==> src/rfc_pkg.sv <==
package rfc_pkg;

    ////////////////////////////////////////////////////////////////////////
    // Register offsets
    localparam logic [7:0] TX_SETUP_ADDR  = 8'h2C;
    localparam logic [7:0] RX_SETUP_ADDR  = 8'h2D;
    localparam logic [7:0] FRAME_LEN_ADDR = 8'h2E;

    // Reset values and writable bits (reserved bits read zero)
    localparam logic [7:0] TX_SETUP_RST   = 8'h00;
    localparam logic [7:0] RX_SETUP_RST   = 8'h00;
    localparam logic [7:0] FRAME_LEN_RST  = 8'h00;
    localparam logic [7:0] TX_SETUP_MASK  = 8'h7F;
    localparam logic [7:0] RX_SETUP_MASK  = 8'hFF;
    localparam logic [7:0] FRAME_LEN_MASK = 8'h1F;

    // Field positions
    localparam int COPY_BIT     = 7;
    localparam int SEED_LSB     = 4;
    localparam int KIND_LSB     = 2;
    localparam int INVERT_BIT   = 1;
    localparam int ENABLE_BIT   = 0;
    localparam int GRID_BIT     = 4;
    localparam int PAYLOAD_BIT  = 3;
    localparam int LASTBITS_LSB = 0;

    ////////////////////////////////////////////////////////////////////////
    // Check kinds
    typedef enum logic [1:0] {
        KIND_CRC5,
        KIND_CRC8,
        KIND_CRC16,
        KIND_RSVD
    } rfc_kind_t;

    // Seed codes
    localparam logic [2:0] SEED_C0   = 3'h0;
    localparam logic [2:0] SEED_C1   = 3'h1;
    localparam logic [2:0] SEED_C2   = 3'h2;
    localparam logic [2:0] SEED_C3   = 3'h3;
    localparam logic [2:0] SEED_USER = 3'h6;
    localparam logic [2:0] SEED_C7   = 3'h7;

    // Seed values
    localparam logic [15:0] CRC16_SEED1 = 16'h6363;
    localparam logic [15:0] CRC16_SEED2 = 16'hA671;
    localparam logic [15:0] CRC16_SEED3 = 16'hFFFE;
    localparam logic [15:0] CRC16_SEED7 = 16'hFFFF;
    localparam logic [7:0]  CRC8_SEED1  = 8'h12;
    localparam logic [7:0]  CRC8_SEED2  = 8'hBF;
    localparam logic [7:0]  CRC8_SEED3  = 8'hFD;
    localparam logic [7:0]  CRC8_SEED7  = 8'hFF;
    localparam logic [4:0]  CRC5_SEED1  = 5'h12;
    localparam logic [4:0]  CRC5_SEED7  = 5'h1F;

    // Reflected polynomials (x16+x12+x5+1, x8+x4+x3+x2+1, x5+x3+1)
    localparam logic [15:0] POLY16_REV = 16'h8408;
    localparam logic [7:0]  POLY8_REV  = 8'hB8;
    localparam logic [4:0]  POLY5_REV  = 5'h12;

    // Width masks
    localparam logic [15:0] MASK16 = 16'hFFFF;
    localparam logic [15:0] MASK8  = 16'h00FF;
    localparam logic [15:0] MASK5  = 16'h001F;

    ////////////////////////////////////////////////////////////////////////
    // Timing: one elementary time unit at 125 MHz
    localparam int CLK_MHZ    = 125;
    localparam int ETU_NS     = 9440;
    localparam int ETU_CYCLES = (ETU_NS * CLK_MHZ) / 1000;

    // Bytes a check occupies on the air
    function automatic logic [1:0] crc_bytes(input logic [1:0] kind);
        case (kind)
            KIND_CRC16: crc_bytes = 2'd2;
            KIND_CRC8:  crc_bytes = 2'd1;
            KIND_CRC5:  crc_bytes = 2'd1;
            default:    crc_bytes = 2'd0;
        endcase
    endfunction

    // Significant bits of a check value
    function automatic logic [15:0] crc_mask(input logic [1:0] kind);
        case (kind)
            KIND_CRC16: crc_mask = MASK16;
            KIND_CRC8:  crc_mask = MASK8;
            default:    crc_mask = MASK5;
        endcase
    endfunction

endpackage

==> src/rfc_ser_if.sv <==
`timescale 1ns/1ns
`default_nettype none
// Byte-to-bit serializer hookup
interface rfc_ser_if;
    logic       load;      // Take a byte
    logic [7:0] byte_v;    // Byte to send
    logic [3:0] nbits;     // Bits of it to send, LSB first
    logic       tick;      // One bit per tick
    logic       busy;      // Bits still pending
    logic       bit_out;   // Current bit
    logic       bit_valid; // One-cycle bit strobe
    modport ctrl (output load, byte_v, nbits, tick, input busy, bit_out, bit_valid);
    modport ser  (input load, byte_v, nbits, tick, output busy, bit_out, bit_valid);
endinterface
`default_nettype wire

==> src/rfc_crc_step.sv <==
`timescale 1ns/1ns
`default_nettype none
// Advance a reflected check register over up to eight data bits
module rfc_crc_step
    import rfc_pkg::*;
(
    // Operands
    input  wire logic [1:0]  kind,
    input  wire logic [15:0] crc_in,
    input  wire logic [7:0]  data,
    input  wire logic [3:0]  nbits,
    // Result
    output logic      [15:0] crc_out
);
    logic [15:0] poly; // Polynomial for the kind

    ////////////////////////////////////////////////////////////////////////
    // Bit-serial LFSR, LSB first, only the leading nbits are folded in
    always_comb begin
        case (kind)
            KIND_CRC16: poly = POLY16_REV;
            KIND_CRC8:  poly = {8'h00, POLY8_REV};
            default:    poly = {11'h000, POLY5_REV};
        endcase
        crc_out = crc_in & crc_mask(kind);
        for (int i = 0; i < 8; i++) begin
            if (4'(i) < nbits) begin
                if (crc_out[0] ^ data[i]) begin
                    crc_out = (crc_out >> 1) ^ poly;
                end else begin
                    crc_out = crc_out >> 1;
                end
            end
        end
    end
endmodule // rfc_crc_step
`default_nettype wire

==> src/rfc_serializer.sv <==
`timescale 1ns/1ns
`default_nettype none
// Shifts one byte out LSB first, one bit per tick
module rfc_serializer (
    // Clock and reset
    input  wire logic clk,
    input  wire logic resetn,
    // Controller side
    rfc_ser_if.ser    sif
);
    typedef struct packed {
        logic       busy;
        logic [7:0] sh;
        logic [3:0] left;
        logic       bit_out;
        logic       bit_valid;
    } rfc_ser_st_t;

    rfc_ser_st_t s_r;   // Current state
    rfc_ser_st_t s_nxt; // Next state

    ////////////////////////////////////////////////////////////////////////
    // Next state
    always_comb begin
        s_nxt           = s_r;
        s_nxt.bit_valid = 1'b0;
        if (sif.load) begin
            // Partial bytes just stop early: upper bits never leave
            s_nxt.sh   = sif.byte_v;
            s_nxt.left = sif.nbits;
            s_nxt.busy = (sif.nbits != 4'd0);
        end else if (s_r.busy && sif.tick) begin
            s_nxt.bit_out   = s_r.sh[0];
            s_nxt.bit_valid = 1'b1;
            s_nxt.sh        = s_r.sh >> 1;
            s_nxt.left      = s_r.left - 4'd1;
            s_nxt.busy      = (s_r.left != 4'd1);
        end
    end

    // State register
    always_ff @(posedge clk or negedge resetn) begin
        if (!resetn) begin
            s_r <= '0;
        end else begin
            s_r <= s_nxt;
        end
    end

    assign sif.busy      = s_r.busy;
    assign sif.bit_out   = s_r.bit_out;
    assign sif.bit_valid = s_r.bit_valid;
endmodule // rfc_serializer
`default_nettype wire

==> src/rfc_frame_crc.sv <==
`timescale 1ns/1ns
`default_nettype none
module rfc_frame_crc
    import rfc_pkg::*;
#(
    parameter int ETU_LEN = ETU_CYCLES
) (
    // Clock and reset
    input  wire logic        clk,
    input  wire logic        resetn,
    // Register port
    input  wire logic [7:0]  reg_addr,
    input  wire logic        reg_wr,
    input  wire logic [7:0]  reg_wdata,
    output logic      [7:0]  reg_rdata,
    // Nonvolatile user presets
    input  wire logic [15:0] user_seed16,
    input  wire logic [7:0]  user_seed8,
    input  wire logic [4:0]  user_seed5,
    // Transmit byte stream
    input  wire logic        tx_start,
    input  wire logic [7:0]  tx_byte,
    input  wire logic        tx_byte_valid,
    input  wire logic        tx_byte_last,
    output logic             tx_byte_ready,
    // Transmit bit stream
    output logic             tx_bit,
    output logic             tx_bit_valid,
    output logic             tx_symbol,
    output logic             tx_done,
    // Receive byte stream
    input  wire logic [7:0]  rx_byte,
    input  wire logic        rx_byte_valid,
    input  wire logic        rx_byte_last,
    input  wire logic        rx_error_clear,
    // Receive results
    output logic      [7:0]  fifo_data,
    output logic             fifo_wr,
    output logic             rx_crc_error,
    output logic             rx_done
);
    if (ETU_LEN < 2 || ETU_LEN > 65535) begin : g_chk
        $error("ETU_LEN out of range");
    end

    typedef enum logic [2:0] {TX_IDLE, TX_GRID, TX_DATA, TX_CRC, TX_SYM, TX_END} rfc_tx_st_t;

    typedef struct packed {
        logic [7:0]  tx_setup;   // Transmit check setup
        logic [7:0]  rx_setup;   // Receive check setup
        logic [7:0]  frame_len;  // Transmit frame length
        logic [7:0]  rdata;      // Read data
        rfc_tx_st_t  tx_st;      // Transmit sequencer
        logic        sym_mode;   // Lone symbol requested
        logic [15:0] etu_cnt;    // ETU phase
        logic        tick;       // ETU boundary strobe
        logic [15:0] tx_crc;     // Running transmit check
        logic [1:0]  crc_idx;    // Check bytes sent
        logic        ready;      // Byte accept
        logic        sym;        // Symbol strobe
        logic        done;       // Frame sent
        logic [15:0] rx_crc;     // Running receive check
        logic        in_frame;   // Receiving
        logic [7:0]  h0;         // Newest held byte
        logic [7:0]  h1;         // Older held byte
        logic [1:0]  hcnt;       // Held byte count
        logic [1:0]  drain;      // Check bytes to copy out
        logic [7:0]  fdata;      // FIFO byte
        logic        fwr;        // FIFO strobe
        logic        err;        // Check error flag
        logic        rdone;      // Frame received
    } rfc_st_t;

    rfc_st_t     s_r;        // Current state
    rfc_st_t     s_nxt;      // Next state
    rfc_ser_if   sif ();     // Serializer link
    logic [15:0] tx_step;    // Transmit check after accepted byte
    logic [15:0] rx_step;    // Receive check after popped byte
    logic [7:0]  rx_pop;     // Byte leaving the hold line
    logic [3:0]  tx_nb;      // Bits of the accepted byte

    ////////////////////////////////////////////////////////////////////////
    // Helpers

    // Seed lookup shared by both directions
    function automatic logic [15:0] seed_of(input logic [1:0] kind, input logic [2:0] code,
                                            input logic [15:0] u16, input logic [7:0] u8,
                                            input logic [4:0] u5);
        logic [15:0] v;
        v = 16'h0000;
        if (code == SEED_USER) begin
            case (kind)
                KIND_CRC16: v = u16;
                KIND_CRC8:  v = {8'h00, u8};
                default:    v = {11'h000, u5};
            endcase
        end else if (kind == KIND_CRC16) begin
            case (code)
                SEED_C1: v = CRC16_SEED1;
                SEED_C2: v = CRC16_SEED2;
                SEED_C3: v = CRC16_SEED3;
                SEED_C7: v = CRC16_SEED7;
                default: v = 16'h0000;
            endcase
        end else if (kind == KIND_CRC8) begin
            case (code)
                SEED_C1: v = {8'h00, CRC8_SEED1};
                SEED_C2: v = {8'h00, CRC8_SEED2};
                SEED_C3: v = {8'h00, CRC8_SEED3};
                SEED_C7: v = {8'h00, CRC8_SEED7};
                default: v = 16'h0000;
            endcase
        end else begin
            case (code)
                SEED_C1: v = {11'h000, CRC5_SEED1};
                SEED_C7: v = {11'h000, CRC5_SEED7};
                default: v = 16'h0000;
            endcase
        end
        return v;
    endfunction

    // Final check value, inverted on request and cut to width
    function automatic logic [15:0] crc_final(input logic [1:0] kind, input logic inv,
                                              input logic [15:0] c);
        return (inv ? ~c : c) & crc_mask(kind);
    endfunction

    // Field views
    logic [1:0] tx_kind;
    logic [1:0] rx_kind;
    logic [2:0] last_bits;   // Final byte bit count
    logic [1:0] rx_clen;     // Check bytes expected
    assign tx_kind   = s_r.tx_setup[KIND_LSB +: 2];
    assign rx_kind   = s_r.rx_setup[KIND_LSB +: 2];
    assign last_bits = s_r.frame_len[LASTBITS_LSB +: 3];
    // Check bytes are held back only while checking is on
    assign rx_clen   = s_r.rx_setup[ENABLE_BIT] ? crc_bytes(rx_kind) : 2'd0;

    // Bit count of accepted byte
    assign tx_nb = (tx_byte_last && last_bits != 3'd0) ? {1'b0, last_bits} : 4'd8;

    // Byte leaving the hold line
    assign rx_pop = (rx_clen == 2'd0) ? rx_byte : ((rx_clen == 2'd2) ? s_r.h1 : s_r.h0);

    ////////////////////////////////////////////////////////////////////////
    // Check engines
    rfc_crc_step u_tx_crc (
        .kind    (tx_kind),
        .crc_in  (s_r.tx_crc),
        .data    (tx_byte),
        .nbits   (tx_nb),
        .crc_out (tx_step)
    );

    rfc_crc_step u_rx_crc (
        .kind    (rx_kind),
        .crc_in  (s_r.rx_crc),
        .data    (rx_pop),
        .nbits   (4'd8),
        .crc_out (rx_step)
    );

    rfc_serializer u_ser (
        .clk    (clk),
        .resetn (resetn),
        .sif    (sif.ser)
    );

    ////////////////////////////////////////////////////////////////////////
    // Next state
    always_comb begin
        logic [15:0] tfin;   // Transmit check to append
        logic [15:0] rfin;   // Receive check computed
        logic [15:0] rgot;   // Receive check on the air
        logic [7:0]  n0;     // Hold line after push
        logic [7:0]  n1;     // Hold line after push
        logic        full;   // Hold line has a full check
        s_nxt        = s_r;
        s_nxt.sym    = 1'b0;
        s_nxt.done   = 1'b0;
        s_nxt.fwr    = 1'b0;
        s_nxt.rdone  = 1'b0;
        s_nxt.ready  = 1'b0;
        sif.load     = 1'b0;
        sif.byte_v   = tx_byte;
        sif.nbits    = tx_nb;
        sif.tick     = s_r.tick;
        tfin         = crc_final(tx_kind, s_r.tx_setup[INVERT_BIT], s_r.tx_crc);
        rfin         = 16'h0000;
        rgot         = 16'h0000;
        n0           = rx_byte;
        n1           = s_r.h0;
        full         = 1'b0;

        // Register writes, reserved bits held at zero
        if (reg_wr) begin
            case (reg_addr)
                TX_SETUP_ADDR:  s_nxt.tx_setup  = reg_wdata & TX_SETUP_MASK;
                RX_SETUP_ADDR:  s_nxt.rx_setup  = reg_wdata & RX_SETUP_MASK;
                FRAME_LEN_ADDR: s_nxt.frame_len = reg_wdata & FRAME_LEN_MASK;
                default:        ;
            endcase
        end

        // Registered read, unmapped reads zero
        case (reg_addr)
            TX_SETUP_ADDR:  s_nxt.rdata = s_r.tx_setup;
            RX_SETUP_ADDR:  s_nxt.rdata = s_r.rx_setup;
            FRAME_LEN_ADDR: s_nxt.rdata = s_r.frame_len;
            default:        s_nxt.rdata = 8'h00;
        endcase

        // Free-running ETU phase, one tick per unit
        s_nxt.tick = (s_r.etu_cnt == 16'(ETU_LEN - 1));
        s_nxt.etu_cnt = s_nxt.tick ? 16'h0000 : s_r.etu_cnt + 16'd1;

        // Transmit sequencer
        case (s_r.tx_st)
            TX_IDLE: begin
                if (tx_start) begin
                    s_nxt.tx_crc   = seed_of(tx_kind, s_r.tx_setup[SEED_LSB +: 3],
                                             user_seed16, user_seed8, user_seed5);
                    s_nxt.crc_idx  = 2'd0;
                    s_nxt.sym_mode = !s_r.frame_len[PAYLOAD_BIT];
                    if (s_r.frame_len[GRID_BIT]) begin
                        // Hold until the running grid comes round
                        s_nxt.tx_st = TX_GRID;
                    end else begin
                        // Off-grid start: restart the phase here
                        s_nxt.etu_cnt = 16'h0000;
                        s_nxt.tick    = 1'b0;
                        s_nxt.tx_st   = s_r.frame_len[PAYLOAD_BIT] ? TX_DATA : TX_SYM;
                    end
                end
            end
            TX_GRID: begin
                if (s_r.tick) begin
                    s_nxt.tx_st = s_r.sym_mode ? TX_SYM : TX_DATA;
                end
            end
            TX_DATA: begin
                if (tx_byte_valid && s_r.ready) begin
                    sif.load     = 1'b1;
                    s_nxt.tx_crc = tx_step;
                    if (tx_byte_last) begin
                        if (s_r.tx_setup[ENABLE_BIT] && crc_bytes(tx_kind) != 2'd0) begin
                            s_nxt.tx_st = TX_CRC;
                        end else begin
                            s_nxt.tx_st = TX_END;
                        end
                    end
                end else begin
                    s_nxt.ready = !sif.busy;
                end
            end
            TX_CRC: begin
                if (!sif.busy) begin
                    sif.load = 1'b1;
                    // Low byte first; CRC5 goes out as five bits
                    sif.byte_v = (s_r.crc_idx == 2'd0) ? tfin[7:0] : tfin[15:8];
                    sif.nbits  = (tx_kind == KIND_CRC5) ? 4'd5 : 4'd8;
                    s_nxt.crc_idx = s_r.crc_idx + 2'd1;
                    if (s_r.crc_idx + 2'd1 == crc_bytes(tx_kind)) begin
                        s_nxt.tx_st = TX_END;
                    end
                end
            end
            TX_SYM: begin
                if (s_r.tick) begin
                    s_nxt.sym   = 1'b1;
                    s_nxt.done  = 1'b1;
                    s_nxt.tx_st = TX_IDLE;
                end
            end
            TX_END: begin
                if (!sif.busy) begin
                    s_nxt.done  = 1'b1;
                    s_nxt.tx_st = TX_IDLE;
                end
            end
            default: s_nxt.tx_st = TX_IDLE;
        endcase

        // Receive: seed stays loaded between frames
        if (!s_r.in_frame) begin
            s_nxt.rx_crc = seed_of(rx_kind, s_r.rx_setup[SEED_LSB +: 3],
                                   user_seed16, user_seed8, user_seed5);
            s_nxt.hcnt   = 2'd0;
        end

        // Clear comes first so that a same-cycle error still sets the flag
        if (rx_error_clear) begin
            s_nxt.err = 1'b0;
        end
        if (s_r.drain != 2'd0) begin
            // Copy held check bytes out, oldest first
            s_nxt.fwr   = 1'b1;
            s_nxt.fdata = (s_r.drain == 2'd2) ? s_r.h1 : s_r.h0;
            s_nxt.drain = s_r.drain - 2'd1;
        end else if (rx_byte_valid) begin
            s_nxt.in_frame = !rx_byte_last;
            full = (s_r.hcnt == rx_clen);
            // Data leaves the hold line once a full check sits behind it
            if (full || !s_r.in_frame && rx_clen == 2'd0) begin
                s_nxt.rx_crc = rx_step;
                s_nxt.fwr    = 1'b1;
                s_nxt.fdata  = rx_pop;
            end else begin
                s_nxt.hcnt = s_r.hcnt + 2'd1;
            end
            s_nxt.h0 = n0;
            s_nxt.h1 = n1;
            if (rx_byte_last) begin
                s_nxt.rdone = 1'b1;
                rfin = crc_final(rx_kind, s_r.rx_setup[INVERT_BIT],
                                 (full || rx_clen == 2'd0) ? rx_step : s_r.rx_crc);
                rgot = ((rx_clen == 2'd2) ? {n0, n1} : {8'h00, n0}) & crc_mask(rx_kind);
                if (s_r.rx_setup[ENABLE_BIT] && rx_clen != 2'd0) begin
                    // Short frame or mismatch raises the flag
                    if (!full && s_r.hcnt + 2'd1 < rx_clen || rfin != rgot) begin
                        s_nxt.err = 1'b1;
                    end
                end
                if (s_r.rx_setup[COPY_BIT] && rx_clen != 2'd0) begin
                    s_nxt.drain = rx_clen;
                end
            end
        end

    end

    ////////////////////////////////////////////////////////////////////////
    // State register
    always_ff @(posedge clk or negedge resetn) begin
        if (!resetn) begin
            s_r           <= '0;
            s_r.tx_setup  <= TX_SETUP_RST;
            s_r.rx_setup  <= RX_SETUP_RST;
            s_r.frame_len <= FRAME_LEN_RST;
            s_r.tx_st     <= TX_IDLE;
        end else begin
            s_r <= s_nxt;
        end
    end

    ////////////////////////////////////////////////////////////////////////
    // Outputs, all from flip-flops
    assign reg_rdata     = s_r.rdata;
    assign tx_byte_ready = s_r.ready;
    assign tx_bit        = sif.bit_out;
    assign tx_bit_valid  = sif.bit_valid;
    assign tx_symbol     = s_r.sym;
    assign tx_done       = s_r.done;
    assign fifo_data     = s_r.fdata;
    assign fifo_wr       = s_r.fwr;
    assign rx_crc_error  = s_r.err;
    assign rx_done       = s_r.rdone;
endmodule // rfc_frame_crc
`default_nettype wire

==> config.mk <==
export PLATFORM = sky130hd
export DESIGN_NAME = rfc_frame_crc
export DESIGN_NICKNAME = d
export VERILOG_FILES = /design/src/rfc_pkg.sv /design/src/rfc_ser_if.sv /design/src/rfc_crc_step.sv /design/src/rfc_serializer.sv /design/src/rfc_frame_crc.sv
export SDC_FILE = /design/constraint.sdc
export NUM_CORES = 1
export LEC_CHECK = 0
export BUFFER_PORTS_ARGS = -buffer_cell sky130_fd_sc_hd__buf_2
export CORE_UTILIZATION = 50
export DETAILED_ROUTE_END_ITERATION = 16
export GPL_TIMING_DRIVEN = 0
export HOLD_SLACK_MARGIN = 0.12
export PLACE_DENSITY = 0.71
export SLEW_MARGIN = 5
export SYNTH_ARGS = -nofsm -noshare
export SYNTH_HDL_FRONTEND = slang
export SYNTH_SLANG_ARGS = --single-unit
==> constraint.sdc <==
create_clock -name clk -period 5.78 [get_ports clk]
set_input_delay 0.578 -clock clk [delete_from_list [all_inputs] [get_ports clk]]
set_output_delay 0.578 -clock clk [all_outputs]
set_load 0.01 [all_outputs]
After elaboration in Yosys (flattened, before gate mapping)
Index checks and enable logic that the tools add are counted.
- bits in latches: 0
- RAM bits: 0
- register bits after elaboration: 133
- memory bits (read-only): 0
- memories: 0
- bits of input ports: 70
- output and inout bits: 24
- logic and storage cells: 280
- bitwise operators: 41
- order comparisons: 9
- shift operators: 0
- mux-type cells: 114
- div/mod/pow operators: 0
- equality and inequality tests: 37
- reductions and logical operators: 46
- $add $sub $neg: 5
- multiply operators: 0
- operators by type and width (cell ; count):
    $mux 16 ; 41
    $xor 15x16->16 ; 16
    $pmux 16 s2 ; 7
    $pmux 16 s4 ; 2
    $and 16x16->16 ; 5
    $pmux 8 s4 ; 2
    $mux 48 ; 1
    $mux 8 ; 6
    $mux 39 ; 1
    $mux 35 ; 1
    $mux 17 ; 2
    $mux 3 ; 11
    $not 16->16 ; 2
    $mux 2 ; 14
    $eq 8x6->1 const B ; 3
    $pmux 8 s3 ; 1
    $pmux 5 s2 ; 2
    $reduce_bool 2->1 ; 10
    $eq 3x2->1 const B ; 6
    $eq 3x3->1 const B ; 6
    $pmux 3 s6 ; 1
    $add 16x1->16 const B ; 1
    $eq 16x11->1 const B ; 1
    $lt 3x4->1 const A ; 4
    34 further kinds ; 106

Logic depth before layout (Yosys ltp)
- depth in word-level cells: 34
- gate-level depth with buffers: 18
- gate-level depth less buffers: 15

Cells and area by module
A second synthesis with hierarchy kept.
- cells, all modules: 2044
- area total of the unflattened synthesis: 15646.3 um2
- by module, submodules not included (module ; area an instance (um2) ; cells each ; times used ; sequential area each (um2)):
    rfc_frame_crc ; 8041.5 ; 934 ; 1 ; 2952.8
    rfc_crc_step at u_rx_crc ; 3442.1 ; 515 ; 1 ; 0.0
    rfc_crc_step at u_tx_crc ; 3433.3 ; 526 ; 1 ; 0.0
    rfc_serializer ; 729.4 ; 69 ; 1 ; 375.4

Worst setup path before layout
Ideal clock, no wire load.
- path kind: register -> register
- start point: reg s_r (netlist bit rx_kind[0])
- end point: reg s_r (netlist bit rx_crc_error)
- path buffers: 1
- arrival time: 4803 ps
- clock period less this slack: 4937 ps
- path slack: 843 ps
- required time: 5646 ps
- stages on the path, launching flop included: 17
- library setup time: 134 ps
- cell sequence: dfrtp_1 inv_1 ha_1 buf_6 or4b_4 a21bo_4 a211oi_4 xnor3_2 xnor3_2 a31oi_4 nand2b_1 mux4_2 o2bb2ai_1 a22oi_1 or4_4 a2111oi_4 o221ai_2
- RTL lines (element ; line ; RTL):
    start: declaration ; rfc_frame_crc.sv:74 ; rfc_st_t s_r;
    start signal: assignment ; rfc_frame_crc.sv:343 ; s_r <= s_nxt;

==> metrics.yaml <==
status: "completed"
grtUsageTotal_pct: 34.6
slew_violations: 0
cts_buffers: 17
synth_top_family_by_area: "compound AO/OA/AOI/OAI gates"
antenna_found_initial: 0
cap_violations: 0
routed-via-count: 12800
cts-root-buf: "clkbuf_16"
crit_path_end_kind: "register"
clock_latency_ns: 0.42
finClkSkew_ns: 0.0129
seq_area_frac_synth_pct: 27.4
total_leakage_power_nw: 5.69
relSlewSlack_pct: 27.4
gp_congestion: 1.00
vias_per_cell: 6.32
synth_area_per_cell_um2: 7.73
ys_warn_count: 0
diodes: 0
drt_wl_total_mm: 42.9
dp_hpwl_mm: 33.0
min_from: "rx_error_clear"
fin_ws_ns: 0.287
synth_compound_area_share_pct: 24.7
worst_pin_slew_ns: 1.08
yosys.area_share.adder_pct: 1.63
reg2reg_to: "rx_crc_error$_DFF_PN0_"
post-route-cell-area_um2: 13800
syn_area_um2: 12200
ant_nets: 0
port_buffers: 90
syn2layout_area_growth_pct: 13.3
routedWlPerCell_um: 21.2
min_path_type: "in -> reg"
die_y_um: 158
grt_pass1_wl_mm: 65.6
dpl.cell_count: 1983
postSynthCellCount: 1572
final_nets: 1774
num_io_pins: 94
placed_cell_area_um2: 13100
power.total_mw: 4.09
cts_tree: "done"
critPathMaxFanout: 10
synthFlopType: "dfrtp_1"
cts_sinks: 133
chipWidth_um: 158
synth.net_count: 1657
htree_levels: 4
rsz0062_at_grt: "no"
fmax_mhz: 182
reg2regPathDepth: 17
worstPathRequired_ns: 6.07
initial_core_util_pct: 51.3
setup_viol: 0
irDropWorstVdd_uv: 212
critical_path.reg2reg.startpoint: "rx_kind[0]$_DFFE_PN0P_"
finalHoldViolations: 0
critPathLaunchType: "register"
grt_max_degree: 89
grt_pass1_vias: 11400
synthMuxAreaShare_pct: 5.69
synth_edf_count: 0
whs_endpoint: "rx_crc_error$_DFF_PN0_"
hold_depth: 2
place_ws_ns: -0.0455
clkTransAtPathRegs_ns: 0.06
synth-xor-area-share_pct: 11.0
yosys.area_share.simple_pct: 23.8
cts.path.max_buffers: 2
final_cell_count_no_fill: 2019
arrival_ns: 5.78
yosysUniqueCellTypes: 94
coreArea_um2: 23700
dr.first_iter.drc_count: 1580
dr.pass1.iters: 6
post-route-drc-count: 0
dieArea_um2: 24900
async_flop_share_pct: 100
crit_type: "reg -> reg"
grt.overflow.total: 0
timing.final.crit_share_pct: 95.0
rows: 56
p_per_area_nw_per_um2: 297
ff2ff_setup_slack_ns: 0.29
period_needed_ns: 5.49
synth-seq-cells: 133
drive_gt1_share_pct: 12.6
cell type report:
cell class              count  area, um2
multi-input cells        1274       8160
flip-flops and latches    133       3330
plain buffers             128        571
clock buffers              18        439
clock inverters            12        190
well taps                 319        399
fillers                  2298       9910
inverters                  37        139
repair buffers             98        539
layout by cell type (no fill, tap or decap), drive strengths merged, types with 10 or more instances in the layout:
cell    netlist  routed
nand2       215     215
nor2        158     158
dfrtp       133     133
buf          29     126
clkbuf       99     117
o21ai       103     103
a21oi        96      96
xnor2        88      88
nand3        67      67
inv          36      42
mux2i        41      41
xor2         40      40
nor3         37      37
a31oi        29      29
and3         24      24
mux2         21      21
nand4        18      18
nand2b       18      18
a211oi       18      18
a22oi        17      17
and2         17      17
ha           15      15
o211ai       14      14
nor2b        13      13
o22ai        13      13
a221o        12      12
o221ai       12      12
o21a         11      11
o31ai        11      11
or3          10      10
logic make-up (layout without fill, tap and decap cells):
logic type,after synthesis,count (layout)
compound gates,438,438
mux,64,64
flops,133,133
fa+ha+maj,16,16
buf+inv,165,293
xor+xnor,137,137
simple gates,619,619
critical path: stages (launching register included):
cell and delay [ns]:
dfrtp_1 0.44, inv_1 0.13, ha_1 0.16, buf_2 0.22
and4bb_2 0.24, clkbuf_1 0.22, mux2i_1 0.18, o211ai_1 0.49
and2_1 0.29, mux2i_1 0.25, xor2_1 0.37, xnor3_1 0.54
xor2_1 0.23, o31ai_1 0.41, xnor2_1 0.15, or4_4 0.51
a2111oi_4 0.38, o221ai_2 0.14
worst max-delay path by stage:
| stage | start | end | slack (ns) | depth (start not counted) |
|---|---|---|---|---|
| 5_1_grt | rx_kind[0]$_DFFE_PN0P_ | rx_crc_error$_DFF_PN0_ | 0.001 | 17 |
| 3_3_place_gp | rx_kind[1]$_DFFE_PN0P_ | rx_crc_error$_DFF_PN0_ | -0.03 | 16 |
| 3_5_place_dp | rx_kind[1]$_DFFE_PN0P_ | rx_crc_error$_DFF_PN0_ | -0.05 | 16 |
| 2_1_floorplan | rx_kind[0]$_DFFE_PN0P_ | rx_crc_error$_DFF_PN0_ | 0.84 | 16 |
| 4_1_cts | rx_kind[0]$_DFFE_PN0P_ | rx_crc_error$_DFF_PN0_ | 0.14 | 16 |
| 6_report | rx_kind[0]$_DFFE_PN0P_ | rx_crc_error$_DFF_PN0_ | 0.29 | 17 |
repair_timing:
item | in CTS | in global routing
resized for setup | 2 | 8
pin swaps | 0 | 1
setup buffers | 0 | 5
hold endpoints to repair | 45 | 0
setup endpoints to repair | 2 | 4
hold buffers | 1 | 0
cell usage after synthesis (all sizes together), types with 17 or more instances:
| master | number | area [um2] |
|---|---|---|
| nor3 | 37 | 185 |
| clkbuf | 99 | 377 |
| a31oi | 29 | 196 |
| xnor2 | 88 | 778 |
| a21oi | 96 | 480 |
| nand3 | 67 | 335 |
| nand2 | 215 | 807 |
| dfrtp | 133 | 3330 |
| buf | 29 | 193 |
| nand2b | 18 | 113 |
| o21ai | 103 | 516 |
| a22oi | 17 | 128 |
| mux2i | 41 | 410 |
| nand4 | 18 | 113 |
| xor2 | 40 | 350 |
| and2 | 17 | 106 |
| inv | 36 | 135 |
| nor2 | 158 | 593 |
| a211oi | 18 | 153 |
| mux2 | 21 | 236 |
| and3 | 24 | 150 |
routing by layer:
metal | part of all wire [%] | global-route usage [%] | vias to the layer above
met5 | 0 | 0 | -
met4 | 2.0 | 9.20 | 0
met3 | 11 | 6.54 | 70
met2 | 42 | 49.0 | 694
met1 | 45 | 52.7 | 6093
li1 | - | - | 5912
per-stage QoR:
| step | util, % | hold WS (ns) | setup TNS (ns) |
|---|---|---|---|
| after floorplan | - | 0.282 | 0 |
| after detailed placement | 55.1 | 0.481 | -0.0508 |
| after CTS | 57.8 | 0.378 | 0 |
| final | 58.1 | 0.386 | 0 |
| after global routing | 58.1 | 0.380 | 0 |
| after global placement | 54.9 | 0.477 | -0.0346 |
registers in the layout (all words and copies together) (netlist names):
signal and count:
rx_done 1, sif.tick 1, tx_byte_ready 1, last_bits 3
s_r 90, u_ser.sif.busy 1, rx_crc_error 1, tx_symbol 1
tx_done 1, fifo_wr 1, rx_kind 2, u_ser.sif.bit_valid 1
u_ser.s_r 12, u_ser.sif.bit_out 1, fifo_data 8, reg_rdata 8
power by group:
group | total (mW) | leakage, nW | switching [mW] | internal (mW)
Sequential | 1.07 | 1.68 | 0.0699 | 0.997
Clock | 1.19 | 0.309 | 0.447 | 0.739
Combinational | 1.84 | 3.70 | 1.10 | 0.742
(Power assumes the default switching activity.)
